===== src/rtl/phy_ext_pkg.sv =====
// Purpose: Shared constants for the extended page 1 management register bank.
// Assumes: 5-bit management register addresses and 16-bit register data.
// Notes:   Offsets, field positions and reset values are defined here once each.
package phy_ext_pkg;
	// Register addresses.
	localparam logic [4:0]  ADDR_FIBER      = 5'h10;
	localparam logic [4:0]  ADDR_CRC        = 5'h12;
	localparam logic [4:0]  ADDR_EXT        = 5'h13;
	localparam logic [4:0]  ADDR_PAGE       = 5'h1f;
	localparam logic [4:0]  ADDR_PAGED_LO   = 5'h10;
	localparam logic [4:0]  ADDR_PAGED_HI   = 5'h1e;

	// Page-select values.
	localparam logic [15:0] PAGE_MAIN       = 16'h0000;
	localparam logic [15:0] PAGE_EXT1       = 16'h0001;
	localparam logic [15:0] PAGE_GPIO       = 16'h0010;

	// Fiber media control field positions.
	localparam int          FIB_TXRF_LSB    = 14;
	localparam int          FIB_LPRF_LSB    = 12;
	localparam int          FIB_ALLOW_1000X = 9;
	localparam int          FIB_ALLOW_100FX = 8;
	localparam int          FIB_FEF         = 6;

	// Good-CRC counter field positions and wrap point.
	localparam int          CRC_SEEN        = 15;
	localparam int          CRC_CNT_W       = 14;
	localparam int          CRC_MODULUS     = 10000;

	// Extended mode control field positions.
	localparam int          EXT_LED_LSB     = 12;
	localparam int          EXT_BLINK       = 11;
	localparam int          EXT_FAST_FAIL   = 4;
	localparam int          EXT_MDI_LSB     = 2;
	localparam int          EXT_SD_POL      = 0;

	// Reset values.
	localparam logic [15:0] PAGE_RST        = 16'h0000;
	localparam logic [1:0]  TXRF_RST        = 2'h0;
	localparam logic [1:0]  LPRF_RST        = 2'h0;
	localparam logic        ALLOW_RST       = 1'b1;
	localparam logic [3:0]  LED_EXT_RST     = 4'h0;
	localparam logic        BLINK_RST       = 1'b0;
	localparam logic        FAST_FAIL_RST   = 1'b0;
	localparam logic [1:0]  MDI_RST         = 2'h0;
	localparam logic        SD_POL_RST      = 1'b0;

	// Copper crossover selections.
	localparam logic [1:0]  MDI_AUTO        = 2'h0;
	localparam logic [1:0]  MDI_FORCE       = 2'h2;
	localparam logic [1:0]  MDI_FORCE_X     = 2'h3;

	// Where an access lands.
	typedef enum logic [1:0] {
		SPACE_LOCAL,
		SPACE_FORWARD,
		SPACE_NONE
	} space_t;
endpackage


===== src/rtl/crc_cnt_if.sv =====
// Purpose: Carrier between the register bank and its good-CRC counter.
// Assumes: All signals are on the core clock.
// Notes:   The bank drives the packet and clear pulses, the counter its state.
`timescale 1ns/100ps
`default_nettype none
interface crc_cnt_if;
	logic                                good_pkt;
	logic                                rd_clr;
	logic [phy_ext_pkg::CRC_CNT_W-1:0]   count;
	logic                                seen;

	modport ctrl (output good_pkt, output rd_clr, input count, input seen);
	modport cnt  (input good_pkt, input rd_clr, output count, output seen);
endinterface
`default_nettype wire


===== src/rtl/good_crc_counter.sv =====
// Purpose: Read-clearing modulo counter of copper packets with good CRC.
// Assumes: The packet and clear inputs are one-cycle pulses on the core clock.
// Notes:   A packet in the clearing cycle is counted after the clear.
`timescale 1ns/100ps
`default_nettype none
module good_crc_counter #(
	parameter int MODULUS = phy_ext_pkg::CRC_MODULUS
) (
	input  wire logic i_clk,
	input  wire logic i_rst_n,
	crc_cnt_if.cnt    bus
);
	localparam logic [phy_ext_pkg::CRC_CNT_W-1:0] CNT_LAST = phy_ext_pkg::CRC_CNT_W'(MODULUS - 1);

	logic [phy_ext_pkg::CRC_CNT_W-1:0] base;

	// The base drops to zero on a clear so that a packet arriving in the same cycle survives it.
	always_comb begin
		base = bus.rd_clr ? '0 : bus.count;
	end

	// Counter wraps instead of saturating.
	always_ff @(posedge i_clk or negedge i_rst_n) begin
		if (!i_rst_n) begin
			bus.count <= '0;
		end else if (bus.good_pkt) begin
			bus.count <= (base == CNT_LAST) ? '0 : base + 1'b1;
		end else if (bus.rd_clr) begin
			bus.count <= '0;
		end
	end

	// Packet-seen flag; a new packet beats the clear.
	always_ff @(posedge i_clk or negedge i_rst_n) begin
		if (!i_rst_n) begin
			bus.seen <= 1'b0;
		end else if (bus.good_pkt) begin
			bus.seen <= 1'b1;
		end else if (bus.rd_clr) begin
			bus.seen <= 1'b0;
		end
	end
endmodule
`default_nettype wire


===== src/rtl/phy_ext_page1_regs.sv =====
// Purpose: Page-select register and extended page 1 register bank of one PHY port.
// Assumes: Standard and other paged registers live outside and answer in the strobe cycle.
// Notes:   Read data is registered and stands in the cycle after the read strobe only.
`timescale 1ns/100ps
`default_nettype none
// What this block does
// - Writing 0x0001 to register 31 selects extended page 1.
// - Writing 0x0000 to register 31 returns to the main register space.
// - With page 1 selected, addresses 16 to 30 reach page 1 registers.
// - Addresses 0 to 15 reach standard registers whatever the page select holds, except 0x0010.
// - Fiber bits 15:14 are sent as our remote fault; reset to 00.
// - Fiber bits 13:12 capture the partner's advertised remote fault bits.
// - Sticky bit 9, reset 1, allows 1000BASE-X link-up; clear suppresses it.
// - Sticky bit 8, reset 1, allows 100BASE-FX link-up; clear suppresses it.
// - Bit 6 flags a 100BASE-FX far end fault and clears on read.
// - Counter bit 15 shows a packet arrived since last read; clears on read.
// - Bits 13:0 count good-CRC copper packets modulo 10000, clear on read.
// - Bits 15 to 12 put LED3 to LED0 into extended mode; reset 0.
// - Bit 11 set blinks LEDs when low-power hold releases; clear suppresses.
// - Bit 4 enables the fast fail pin, port 0 only; else pin is GPIO.
// - Bits 3:2 pick crossover: 00 auto, 10 MDI, 11 MDI-X, 01 reserved.
// - Bit 0 set makes both signal detect inputs active low.
// - Fiber settings act only on SerDes ports 0 to 3.
// - Page value 0x0010 sends addresses 0 to 30 to the GPIO space.
module phy_ext_page1_regs #(
	parameter int unsigned PORT_NUM    = 0,
	parameter int unsigned MAX_SERDES  = 3,
	parameter int          CRC_MODULUS = phy_ext_pkg::CRC_MODULUS
) (
	input  wire logic        i_clk,
	input  wire logic        i_rst_n,
	input  wire logic        i_soft_rst,
	// Register port.
	input  wire logic [4:0]  i_addr,
	input  wire logic [15:0] i_wdata,
	input  wire logic        i_wr,
	input  wire logic        i_rd,
	output logic      [15:0] o_rdata,
	// Forwarded accesses to the standard and other paged spaces.
	output logic             o_fwd_wr,
	output logic             o_fwd_rd,
	output logic      [4:0]  o_fwd_addr,
	output logic      [15:0] o_fwd_wdata,
	output logic      [15:0] o_fwd_page,
	input  wire logic [15:0] i_fwd_rdata,
	// Fiber media side.
	input  wire logic        i_remote_partner_rf_valid,
	input  wire logic [1:0]  i_remote_partner_rf,
	input  wire logic        i_far_end_fault,
	output logic      [1:0]  o_tx_remote_fault,
	output logic             o_allow_1000x,
	output logic             o_allow_100fx,
	// Copper packet counting.
	input  wire logic        i_good_crc_pkt,
	// Extended modes.
	output logic      [3:0]  o_led_ext_mode,
	input  wire logic        i_low_power_hold_input,
	output logic             o_led_wake_blink,
	output logic             o_force_mdi,
	output logic             o_force_mdix,
	input  wire logic [1:0]  i_signal_detect_input,
	output logic      [1:0]  o_signal_detect,
	// Fast link failure shared pin.
	input  wire logic        i_link_fail,
	input  wire logic        i_gpio_out,
	input  wire logic        i_gpio_oe,
	output logic             o_fast_fail_shared_pin,
	output logic             o_fast_fail_shared_pin_oe,
	output logic             o_fast_fail_en
);
	localparam logic IS_SERDES = (PORT_NUM <= MAX_SERDES);
	localparam logic IS_PORT0  = (PORT_NUM == 0);
	localparam int   SYNC_W    = 3;

	logic [15:0]       page_q;
	logic [1:0]        txrf_q;
	logic [1:0]        lprf_q;
	logic              allow_1000x_q;
	logic              allow_100fx_q;
	logic              fef_q;
	logic [3:0]        led_ext_q;
	logic              blink_q;
	logic              fast_fail_q;
	logic [1:0]        mdi_q;
	logic              sd_pol_q;
	logic [15:0]       rdata_q;
	logic [15:0]       local_rdata;
	phy_ext_pkg::space_t wr_space;
	phy_ext_pkg::space_t rd_space;
	logic              wr_fiber;
	logic              wr_ext;
	logic              rd_fiber;
	logic              rd_crc;
	logic [SYNC_W-1:0] sync1_q;
	logic [SYNC_W-1:0] sync2_q;
	logic [SYNC_W-1:0] sync3_q;
	logic [SYNC_W-1:0] filt_q;
	logic              hold_prev_q;
	logic              wake_blink_q;
	logic [1:0]        sd_q;

	crc_cnt_if crc ();

	// Decide where an access lands; used for both the write and the read path.
	function automatic phy_ext_pkg::space_t route(input logic [4:0] addr, input logic [15:0] page);
		phy_ext_pkg::space_t sp;
		sp = phy_ext_pkg::SPACE_FORWARD;
		if (addr == phy_ext_pkg::ADDR_PAGE) begin
			sp = phy_ext_pkg::SPACE_LOCAL;
		end else if (page == phy_ext_pkg::PAGE_GPIO) begin
			sp = phy_ext_pkg::SPACE_FORWARD;
		end else if (addr < phy_ext_pkg::ADDR_PAGED_LO) begin
			sp = phy_ext_pkg::SPACE_FORWARD;
		end else if (page == phy_ext_pkg::PAGE_EXT1) begin
			if (addr == phy_ext_pkg::ADDR_FIBER || addr == phy_ext_pkg::ADDR_CRC
			    || addr == phy_ext_pkg::ADDR_EXT) begin
				sp = phy_ext_pkg::SPACE_LOCAL;
			end else begin
				sp = phy_ext_pkg::SPACE_FORWARD;
			end
		end
		return sp;
	endfunction

	// Access classification.
	always_comb begin
		wr_space = i_wr ? route(i_addr, page_q) : phy_ext_pkg::SPACE_NONE;
		rd_space = i_rd ? route(i_addr, page_q) : phy_ext_pkg::SPACE_NONE;
		wr_fiber = (wr_space == phy_ext_pkg::SPACE_LOCAL) && (i_addr == phy_ext_pkg::ADDR_FIBER);
		wr_ext   = (wr_space == phy_ext_pkg::SPACE_LOCAL) && (i_addr == phy_ext_pkg::ADDR_EXT);
		rd_fiber = (rd_space == phy_ext_pkg::SPACE_LOCAL) && (i_addr == phy_ext_pkg::ADDR_FIBER);
		rd_crc   = (rd_space == phy_ext_pkg::SPACE_LOCAL) && (i_addr == phy_ext_pkg::ADDR_CRC);
	end

	// Forwarded strobes are combinational so the outside space answers in the strobe cycle.
	assign o_fwd_wr    = (wr_space == phy_ext_pkg::SPACE_FORWARD);
	assign o_fwd_rd    = (rd_space == phy_ext_pkg::SPACE_FORWARD);
	assign o_fwd_addr  = i_addr;
	assign o_fwd_wdata = i_wdata;
	assign o_fwd_page  = page_q;

	// Page select holds any value; only the decode gives meaning to it.
	always_ff @(posedge i_clk or negedge i_rst_n) begin
		if (!i_rst_n) begin
			page_q <= phy_ext_pkg::PAGE_RST;
		end else if (wr_space == phy_ext_pkg::SPACE_LOCAL && i_addr == phy_ext_pkg::ADDR_PAGE) begin
			page_q <= i_wdata;
		end
	end

	// Transmitted remote fault is not sticky, so a software reset restores it too.
	always_ff @(posedge i_clk or negedge i_rst_n) begin
		if (!i_rst_n) begin
			txrf_q <= phy_ext_pkg::TXRF_RST;
		end else if (i_soft_rst) begin
			txrf_q <= phy_ext_pkg::TXRF_RST;
		end else if (wr_fiber) begin
			txrf_q <= i_wdata[phy_ext_pkg::FIB_TXRF_LSB +: 2];
		end
	end

	// Partner remote fault bits are captured whenever autonegotiation delivers them on a SerDes port.
	always_ff @(posedge i_clk or negedge i_rst_n) begin
		if (!i_rst_n) begin
			lprf_q <= phy_ext_pkg::LPRF_RST;
		end else if (i_remote_partner_rf_valid && IS_SERDES) begin
			lprf_q <= i_remote_partner_rf;
		end else if (i_soft_rst) begin
			lprf_q <= phy_ext_pkg::LPRF_RST;
		end
	end

	// Link-up permissions are sticky and ignore the software reset.
	always_ff @(posedge i_clk or negedge i_rst_n) begin
		if (!i_rst_n) begin
			allow_1000x_q <= phy_ext_pkg::ALLOW_RST;
			allow_100fx_q <= phy_ext_pkg::ALLOW_RST;
		end else if (wr_fiber) begin
			allow_1000x_q <= i_wdata[phy_ext_pkg::FIB_ALLOW_1000X];
			allow_100fx_q <= i_wdata[phy_ext_pkg::FIB_ALLOW_100FX];
		end
	end

	// Far end fault flag; a fault in the reading cycle is kept for the next read.
	always_ff @(posedge i_clk or negedge i_rst_n) begin
		if (!i_rst_n) begin
			fef_q <= 1'b0;
		end else if (i_far_end_fault && IS_SERDES) begin
			fef_q <= 1'b1;
		end else if (rd_fiber || i_soft_rst) begin
			fef_q <= 1'b0;
		end
	end

	// Fiber outputs fall silent on ports without SerDes media.
	always_comb begin
		o_tx_remote_fault = IS_SERDES ? txrf_q : 2'h0;
		o_allow_1000x     = IS_SERDES & allow_1000x_q;
		o_allow_100fx     = IS_SERDES & allow_100fx_q;
	end

	// Packet counter pulses into the counter module.
	assign crc.good_pkt = i_good_crc_pkt;
	assign crc.rd_clr   = rd_crc;

	good_crc_counter #(
		.MODULUS (CRC_MODULUS)
	) u_good_crc_counter (
		.i_clk   (i_clk),
		.i_rst_n (i_rst_n),
		.bus     (crc.cnt)
	);

	// Extended mode control is not sticky; the software reset returns it to defaults.
	always_ff @(posedge i_clk or negedge i_rst_n) begin
		if (!i_rst_n) begin
			led_ext_q   <= phy_ext_pkg::LED_EXT_RST;
			blink_q     <= phy_ext_pkg::BLINK_RST;
			fast_fail_q <= phy_ext_pkg::FAST_FAIL_RST;
			mdi_q       <= phy_ext_pkg::MDI_RST;
			sd_pol_q    <= phy_ext_pkg::SD_POL_RST;
		end else if (i_soft_rst) begin
			led_ext_q   <= phy_ext_pkg::LED_EXT_RST;
			blink_q     <= phy_ext_pkg::BLINK_RST;
			fast_fail_q <= phy_ext_pkg::FAST_FAIL_RST;
			mdi_q       <= phy_ext_pkg::MDI_RST;
			sd_pol_q    <= phy_ext_pkg::SD_POL_RST;
		end else if (wr_ext) begin
			led_ext_q   <= i_wdata[phy_ext_pkg::EXT_LED_LSB +: 4];
			blink_q     <= i_wdata[phy_ext_pkg::EXT_BLINK];
			fast_fail_q <= i_wdata[phy_ext_pkg::EXT_FAST_FAIL];
			mdi_q       <= i_wdata[phy_ext_pkg::EXT_MDI_LSB +: 2];
			sd_pol_q    <= i_wdata[phy_ext_pkg::EXT_SD_POL];
		end
	end

	// Crossover and LED mode outputs; the reserved code 01 behaves like automatic.
	always_comb begin
		o_led_ext_mode = led_ext_q;
		o_force_mdi    = (mdi_q == phy_ext_pkg::MDI_FORCE);
		o_force_mdix   = (mdi_q == phy_ext_pkg::MDI_FORCE_X);
	end

	// Three-stage synchroniser for the pin inputs: hold in bit 0, signal detects above.
	always_ff @(posedge i_clk or negedge i_rst_n) begin
		if (!i_rst_n) begin
			sync1_q <= '0;
			sync2_q <= '0;
			sync3_q <= '0;
		end else begin
			sync1_q <= {i_signal_detect_input, i_low_power_hold_input};
			sync2_q <= sync1_q;
			sync3_q <= sync2_q;
		end
	end

	// A pin change counts only once the second and third stages agree, filtering glitches.
	generate
		for (genvar g = 0; g < SYNC_W; g++) begin : g_filt
			always_ff @(posedge i_clk or negedge i_rst_n) begin
				if (!i_rst_n) begin
					filt_q[g] <= 1'b0;
				end else if (sync2_q[g] == sync3_q[g]) begin
					filt_q[g] <= sync3_q[g];
				end
			end
		end
	endgenerate

	// Blink pulse on the falling edge of the filtered hold input.
	always_ff @(posedge i_clk or negedge i_rst_n) begin
		if (!i_rst_n) begin
			hold_prev_q <= 1'b0;
			wake_blink_q <= 1'b0;
		end else begin
			hold_prev_q <= filt_q[0];
			wake_blink_q <= blink_q & hold_prev_q & ~filt_q[0];
		end
	end

	assign o_led_wake_blink = wake_blink_q;

	// Signal detect polarity; the output is always active high.
	always_ff @(posedge i_clk or negedge i_rst_n) begin
		if (!i_rst_n) begin
			sd_q <= 2'h0;
		end else begin
			sd_q <= filt_q[2:1] ^ {2{sd_pol_q}};
		end
	end

	assign o_signal_detect = sd_q;

	// Fast fail only takes effect on port 0; elsewhere the shared pin stays a GPIO.
	always_comb begin
		o_fast_fail_en            = fast_fail_q & IS_PORT0;
		o_fast_fail_shared_pin    = o_fast_fail_en ? i_link_fail : i_gpio_out;
		o_fast_fail_shared_pin_oe = o_fast_fail_en | i_gpio_oe;
	end

	// Local read value; reserved bits stay zero.
	always_comb begin
		local_rdata = 16'h0000;
		if (i_addr == phy_ext_pkg::ADDR_PAGE) begin
			local_rdata = page_q;
		end else if (i_addr == phy_ext_pkg::ADDR_FIBER) begin
			local_rdata[phy_ext_pkg::FIB_TXRF_LSB +: 2] = txrf_q;
			local_rdata[phy_ext_pkg::FIB_LPRF_LSB +: 2] = lprf_q;
			local_rdata[phy_ext_pkg::FIB_ALLOW_1000X]   = allow_1000x_q;
			local_rdata[phy_ext_pkg::FIB_ALLOW_100FX]   = allow_100fx_q;
			local_rdata[phy_ext_pkg::FIB_FEF]           = fef_q;
		end else if (i_addr == phy_ext_pkg::ADDR_CRC) begin
			local_rdata[phy_ext_pkg::CRC_SEEN]            = crc.seen;
			local_rdata[phy_ext_pkg::CRC_CNT_W-1:0]       = crc.count;
		end else if (i_addr == phy_ext_pkg::ADDR_EXT) begin
			local_rdata[phy_ext_pkg::EXT_LED_LSB +: 4]  = led_ext_q;
			local_rdata[phy_ext_pkg::EXT_BLINK]         = blink_q;
			local_rdata[phy_ext_pkg::EXT_FAST_FAIL]     = fast_fail_q;
			local_rdata[phy_ext_pkg::EXT_MDI_LSB +: 2]  = mdi_q;
			local_rdata[phy_ext_pkg::EXT_SD_POL]        = sd_pol_q;
		end
	end

	// Read data is taken at the strobe, before any read-clear lands, and stands one cycle.
	always_ff @(posedge i_clk or negedge i_rst_n) begin
		if (!i_rst_n) begin
			rdata_q <= 16'h0000;
		end else if (rd_space == phy_ext_pkg::SPACE_LOCAL) begin
			rdata_q <= local_rdata;
		end else if (rd_space == phy_ext_pkg::SPACE_FORWARD) begin
			rdata_q <= i_fwd_rdata;
		end else begin
			rdata_q <= 16'h0000;
		end
	end

	assign o_rdata = rdata_q;
endmodule
`default_nettype wire


===== config.mk =====
export PLATFORM = sky130hd
export DESIGN_NAME = phy_ext_page1_regs
export DESIGN_NICKNAME = d
export VERILOG_FILES = /design/src/rtl/phy_ext_pkg.sv /design/src/rtl/crc_cnt_if.sv /design/src/rtl/good_crc_counter.sv /design/src/rtl/phy_ext_page1_regs.sv
export SDC_FILE = /design/constraint.sdc
export NUM_CORES = 1
export LEC_CHECK = 0
export ABC_AREA = 1
export BUFFER_PORTS_ARGS = -buffer_cell sky130_fd_sc_hd__buf_2
export CORE_MARGIN = 2
export CORE_UTILIZATION = 45
export CTS_CLUSTER_SIZE = 40
export DETAILED_ROUTE_END_ITERATION = 8
export PLACE_DENSITY = 0.78
export SLEW_MARGIN = 20
export SYNTH_ARGS = -nofsm -noshare
export SYNTH_HDL_FRONTEND = slang
export SYNTH_SLANG_ARGS = --single-unit

===== constraint.sdc =====
create_clock -name i_clk -period 2.8 [get_ports i_clk]
set_input_delay 0.28 -clock i_clk [delete_from_list [all_inputs] [get_ports i_clk]]
set_output_delay 0.28 -clock i_clk [all_outputs]
set_load 0.1 [all_outputs]

==> results.sh, run 1 <==
export IMPL_cts_tree="yes"
export IMPL_slew_viol_final=0
export IMPL_hold_viol_final=0
export IMPL_critPathRequiredTime_ns=2.52
export IMPL_insertion_delay_ns=0.36
export IMPL_hp_class="in -> reg"
export IMPL_cts_buffer_depth=2
export IMPL_antenna_found_initial=0
export IMPL_status="complete, no violations"
export IMPL_synth_common_cells="101 x nand2_1, 77 x dfrtp_1, 58 x inv_1"
export IMPL_drt_iter0_drc=274
export IMPL_postCtsResizedCells=0
export IMPL_r2r_setup_slack_ns=0.63
export IMPL_tightest_slew_ns=0.654
export IMPL_fp_coreArea_um2=8220
export IMPL_synth_edf_count=0
export IMPL_syn_num_nets=498
export IMPL_ioPinCount=124
export IMPL_synth_top_cells_by_area="dfrtp_1 50%, nand2_1 9.9%, inv_1 5.7%"
export IMPL_place_hpwl_um=7610
export IMPL_cp_start_kind="flop"
export IMPL_wl_per_cell_um=15.4
export IMPL_final_nets=610
export IMPL_r2r_end="u_good_crc_counter.bus.count[13]$_DFF_PN0_"
export IMPL_synthDominantCellAreaShare_pct=50.3
export IMPL_start_util_pct=46.6
export IMPL_synthFlopType="dfrtp_1"
export IMPL_num_rows=33
export IMPL_fmax_mhz=455
export IMPL_drt_wl_total_um=10300
export IMPL_drv_cap=0
export IMPL_die_h_um=96.3
export IMPL_place_gp_congestion=0.874
export IMPL_hold_path_end="o_rdata[14]$_DFF_PN0_"
export IMPL_startpoint="o_fwd_page[11]$_DFFE_PN0P_"
export IMPL_grtUsageTotal_pct=23.7
export IMPL_vias=3449
export IMPL_numPortBuffers=123
export IMPL_min_period_over_period_pct=78.5
export IMPL_synth_area_um2=3830
export IMPL_ys_seq_elements=79
export IMPL_layoutNonFillerInstCount=665
export IMPL_vdd_ir_drop_max_mv=0.328
export IMPL_cp_end_kind="output pin"
export IMPL_placed_cells=645
export IMPL_synth_top_area_cell="dfrtp_1"
export IMPL_cts_htree_levels=3
export IMPL_grt_max_degree=80
export IMPL_avgSynthCellArea_um2=8.63
export IMPL_dieWidth_um=96.3
export IMPL_drt_pass1_iterations=5
export IMPL_worstPathMaxFanout=17
export IMPL_max_slew_margin_pct=56.2
export IMPL_clockRootBuffer="clkbuf_8"
export IMPL_grt_pass1_vias=3351
export IMPL_clock_sinks=79
export IMPL_min_from="i_fwd_rdata[14]"
export IMPL_die_area_um2=9270
export IMPL_rsz0062_at_grt="no"
export IMPL_async_flop_share_pct=100
export IMPL_numCtsBuffers=9
export IMPL_synth_seq_area_share_pct=51.6
export IMPL_drc=0
export IMPL_syn_to_final_growth_pct=22.9
export IMPL_via_per_inst=5.19
export IMPL_ant_nets=0
export IMPL_path_class="reg -> out"
export IMPL_ys_types=37
export IMPL_hold_path_depth=3
export IMPL_leakage_nw=2.59
export IMPL_setup_viol=0
export IMPL_yosysWarnings=0
export IMPL_grt_pass1_wl_um=16300
export IMPL_power_density_nw_per_um2=735
export IMPL_synth_cells=444
export IMPL_clk_pin_slew_worst_paths_ns=0.09
export IMPL_timing_setup_tns_ns=0
export IMPL_arrival_ns=1.92
export IMPL_stdcell_area_um2=4710
export IMPL_post_dp_cell_area_um2=4400
export IMPL_synth_most_common_cell="nand2_1"
export IMPL_drive_above_1_share_pct=30.5
export IMPL_skew_ns=0.00623
export IMPL_power_total_mw=3.46
export IMPL_finalCriticalPeriod_ns=2.20
export IMPL_gr_total_overflow=0
export IMPL_r2r_cells=15
export IMPL_antenna_cells=0
export IMPL_worstReg2RegStart="o_fwd_page[12]$_DFFE_PN0P_"
## how the worst max path moves through the flow
stage                     depth (start not counted)  slack [ns]                                    endpoint
after global placement                           16        0.67  u_good_crc_counter.bus.count[12]$_DFF_PN0_
after floorplan                                   9        0.03                       o_rdata[14]$_DFF_PN0_
after detailed placement                         16        0.61  u_good_crc_counter.bus.count[13]$_DFF_PN0_
after CTS                                         8        0.59                                    o_fwd_rd
after global routing                             15        0.41  u_good_crc_counter.bus.count[13]$_DFF_PN0_
final                                             8        0.60                                    o_fwd_rd
## critical path, cell delays in order (launching register included)
cell and delay [ns]:
dfrtp_1 0.45, nor2_1 0.07, nand2_1 0.07, nor2_1 0.04
nand3_1 0.11, nand3_1 0.10, clkinv_1 0.05, buf_4 0.20
buf_2 0.46
## registers in the layout, indices dropped and copies added, names as in the netlist, 2 cells and up
signal	count
mdi_q	2
o_tx_remote_fault	2
u_good_crc_counter.bus.count	14
o_signal_detect	2
o_rdata	16
o_led_ext_mode	4
o_fwd_page	16
filt_q	3
sync1_q	3
lprf_q	2
sync2_q	3
sync3_q	3
## layout make-up
class | instances | area [um^2]
multi-input cells | 272 | 1410
inverters | 62 | 233
fillers | 752 | 3510
clock buffers | 9 | 124
flip-flops and latches | 79 | 1980
clock inverters | 6 | 116
repair buffers | 132 | 716
well taps | 105 | 131
## stage by stage
step / worst slack, ns / utilization [%] / hold slack (ns)
finish: 0.603 / 57.3 / 0.118
global route: 0.409 / 57.3 / 0.113
CTS: 0.586 / 56.7 / 0.00253
detailed placement: 0.610 / 53.6 / 0.338
global placement: 0.666 / 53.6 / 0.335
floorplan: 0.0255 / - / -0.0156
## what timing repair did
action / 4_1_cts / 5_1_grt
hold buffers: 2 / 2
hold endpoints to repair: 2 / 20
setup buffers: 0 / 0
## logic make-up (layout without fill, tap and decap cells)
logic type | Yosys count | after routing | share of synthesized area, %
AOI/OAI and AO/OA | 73 | 73 | 11.0
DFF | 79 | 79 | 51.6
buffers and inverters | 93 | 209 | 11.7
muxes | 7 | 7 | 2.06
adders and majority gates | 4 | 4 | 1.11
xor gates and xnor gates | 6 | 6 | 1.37
and+or+nand+nor | 182 | 182 | 21.2
## metal layers
| metal | up-vias | share of wire [%] | global-route usage, % | routed length, um |
|---|---|---|---|---|
| li1 | 1630 | - | - | - |
| met1 | 1627 | 42 | 30.2 | 4320 |
| met2 | 165 | 46 | 37.6 | 4760 |
| met3 | 27 | 8.1 | 5.32 | 833 |
| met4 | 0 | 3.4 | 12.1 | 350 |
| met5 | - | 0 | 0 | 0 |
## where the power goes
group | total [mW] | switching [mW] | leakage [nW] | internal [mW]
Clock | 1.05 | 0.453 | 0.120 | 0.595
Sequential | 1.38 | 0.125 | 1.00 | 1.26
Combinational | 1.03 | 0.830 | 1.46 | 0.200
## cells in the final DEF, fill, tap and decap left out, types with 2 or more instances in the layout
cell type,netlist,routed
a211oi_1,2,2
a21oi_1,12,12
nor2_1,35,34
buf_2,3,122
nand2_2,4,4
o21ai_0,38,38
inv_6,0,2
maj3_1,3,3
nand3_2,2,2
or2_2,3,3
nand4_2,2,2
inv_1,58,58
a221oi_1,4,4
buf_4,21,5
nor2_4,2,2
dlygate4sd3_1,0,4
dfstp_2,2,2
a21o_1,6,6
nand2_1,101,101
nand4_1,5,5
bufinv_16,0,3
nor2_2,1,2
o22ai_1,8,8
dfrtp_1,77,77
mux2_2,7,7
nand3_1,23,23
xor2_1,5,5
clkinv_1,2,2
clkbuf_8,0,9
inv_2,2,2
No activity file was read; power rests on OpenSTA's default activity.
==> run 2, diff against run 1 <==
--- a/config.mk
+++ b/config.mk
@@ -11,7 +11,7 @@
 export CORE_UTILIZATION = 45
 export CTS_CLUSTER_SIZE = 40
 export DETAILED_ROUTE_END_ITERATION = 8
-export PLACE_DENSITY = 0.78
+export PLACE_DENSITY = 0.81
 export SLEW_MARGIN = 20
 export SYNTH_ARGS = -nofsm -noshare
 export SYNTH_HDL_FRONTEND = slang
==> constraint.sdc (replaced) <==
create_clock -name i_clk -period 1.8 [get_ports i_clk]
set_input_delay 0.18 -clock i_clk [delete_from_list [all_inputs] [get_ports i_clk]]
set_output_delay 0.18 -clock i_clk [all_outputs]
set_load 0.1 [all_outputs]
==> run 2 against run 1 <==
The run now ends with negative setup slack left. Sequential share of layout area shrank 4.1 points. Flip-flop and latch count is the same. Hold slack worse by 0.094 ns. Via count is 7.7% higher. Critical path type is now reg -> reg. Utilization up 8.1 points. Die area did not move. Largest power group unchanged. Highest routed layer unchanged. Non-clock buffer count rose by 47. Clock power is 47% higher. Largest cell class unchanged.
==> results.sh, run 2 (synthesis gave the netlist of run 1 again) <==
export IMPL_slew_viol_final=0
export IMPL_ant_nets=0
export IMPL_drt_iter0_drc=247
export IMPL_cts_tree="yes"
export IMPL_critPathRequiredTime_ns=2.05
export IMPL_power_total_mw=5.66
export IMPL_layoutNonFillerInstCount=713
export IMPL_vias=3714
export IMPL_ioPinCount=124
export IMPL_gr_total_overflow=0
export IMPL_power_density_nw_per_um2=1050
export IMPL_path_class="reg -> reg"
export IMPL_timing_setup_tns_ns=-4.42
export IMPL_numCtsBuffers=9
export IMPL_drt_wl_total_um=11500
export IMPL_clock_sinks=79
export IMPL_drt_pass1_iterations=5
export IMPL_grt_max_degree=47
export IMPL_setup_viol=31
export IMPL_cts_buffer_depth=2
export IMPL_die_area_um2=9270
export IMPL_drc=0
export IMPL_insertion_delay_ns=0.36
export IMPL_skew_ns=0.0120
export IMPL_clockRootBuffer="clkbuf_8"
export IMPL_drive_above_1_share_pct=44.7
export IMPL_cp_start_kind="flop"
export IMPL_cts_htree_levels=3
export IMPL_num_rows=33
export IMPL_dieWidth_um=96.3
export IMPL_clk_pin_slew_worst_paths_ns=0.09
export IMPL_grtUsageTotal_pct=25.2
export IMPL_hp_class="in -> reg"
export IMPL_arrival_ns=2.33
export IMPL_violations="negative setup slack"
export IMPL_place_hpwl_um=8370
export IMPL_grt_pass1_wl_um=17500
export IMPL_hold_viol_final=0
export IMPL_tightest_slew_ns=0.498
export IMPL_drv_cap=0
export IMPL_rsz0062_at_grt="yes"
export IMPL_pre_cts_slack_ns=-0.302
export IMPL_worstPathMaxFanout=8
export IMPL_status="complete, but fails checks"
export IMPL_setup_ws_ns=-0.279
export IMPL_antenna_cells=0
export IMPL_place_gp_congestion=0.885
export IMPL_placed_cells=685
export IMPL_wl_per_cell_um=16.1
export IMPL_final_common_cell="buf_2"
export IMPL_vdd_ir_drop_max_mv=0.484
export IMPL_via_per_inst=5.21
export IMPL_mostFrequentLayoutCells="120 x buf_2, 92 x nand2_1, 61 x dfrtp_1"
export IMPL_start_util_pct=46.6
export IMPL_numPortBuffers=123
export IMPL_final_nets=657
export IMPL_cp_end_kind="flop"
export IMPL_max_slew_margin_pct=67.0
export IMPL_postLayoutCoreUtil_pct=65.4
export IMPL_leakage_nw=2.84
export IMPL_antenna_found_initial=0
export IMPL_min_period_over_period_pct=115
export IMPL_syn_to_final_growth_pct=40.2
export IMPL_grt_pass1_vias=3589
export IMPL_fp_coreArea_um2=8220
export IMPL_fmax_mhz=481
export IMPL_finalCriticalPeriod_ns=2.08
export IMPL_die_h_um=96.3
[run 2: cell types whose count changed in the layout (fill, tap and decap cells not counted), moves of 5 or more]
cell	change
buf_4	+37
buf_12	+6
o21ai_0	-8
nand2_2	+7
o21ai_1	+7
nor2_1	-11
nand3_1	-6
inv_2	+5
dfrtp_4	+16
dfrtp_1	-16
buf_6	+5
nand2_1	-9
inv_1	-6
nor2_2	+10
[run 2: final timing paths]
kind                                           start                                   endpoint  slack [ns]  cells after the start
hold / removal                        i_fwd_rdata[3]                       o_rdata[3]$_DFF_PN0_        0.02                      2
max in group asynchronous                    i_rst_n  u_good_crc_counter.bus.count[7]$_DFF_PN0_        1.08                      3
hold reg to reg                 sync1_q[0]$_DFF_PN0_                       sync2_q[0]$_DFF_PN0_        0.36                      0
setup / recovery           o_fwd_page[0]$_DFFE_PN0P_  u_good_crc_counter.bus.count[9]$_DFF_PN0_       -0.28                     16
min in group asynchronous                    i_rst_n                       sync2_q[1]$_DFF_PN0_        0.17                      2
setup reg to reg           o_fwd_page[0]$_DFFE_PN0P_  u_good_crc_counter.bus.count[9]$_DFF_PN0_       -0.28                     16
[run 2: final cells by class]
class,instances,area [um^2]
clock buffers,9,124
fillers,652,2840
flip-flops and latches,79,2040
repair buffers,179,1170
clock inverters,7,109
multi-input cells,272,1560
inverters,62,238
well taps,105,131
[run 2: what timing repair did]
action / in CTS / in global routing
resized for setup: 16 / 31
pin swaps: 14 / 11
hold buffers: 4 / 0
setup endpoints to repair: 25 / 46
buffers inserted: 5 / 2
gates cloned: 0 / 1
hold endpoints to repair: 80 / 0
[run 2: where the power goes]
group / total, mW / switching (mW) / internal (mW)
Clock: 1.54 / 0.726 / 0.813
Sequential: 2.19 / 0.193 / 2.00
Combinational: 1.93 / 1.42 / 0.504
Total: 5.66 / 2.34 / 3.31
[run 2: routing by layer]
layer / up-vias / global-route usage, % / wire length, um
li1: 1729 / - / -
met1: 1780 / 31.6 / 4570
met2: 175 / 42.4 / 5680
met3: 30 / 5.48 / 883
met4: 0 / 10.0 / 321
met5: - / 0 / 0
[run 2: worst max-delay path: stages, from the launching register on]
cell     delay (ns)
dfrtp_4        0.49
inv_2          0.06
nor2_1         0.04
nand2_1        0.07
nor2_2         0.04
nand3_2        0.08
nand2_2        0.09
nand3_4        0.12
nand2_4        0.07
inv_4          0.06
ha_4           0.12
and3_4         0.18
nand3_4        0.07
nor2_4         0.18
nand3_4        0.16
nand2_1        0.10
nor2_1         0.04
[run 2: metrics by stage]
step	hold WS, ns	cell area, um^2
floorplan	-0.116	3970
global placement	0.00802	4890
detailed placement	0.0133	4890
CTS	0.0125	5250
global route	0.0140	5370
finish	0.0242	5370
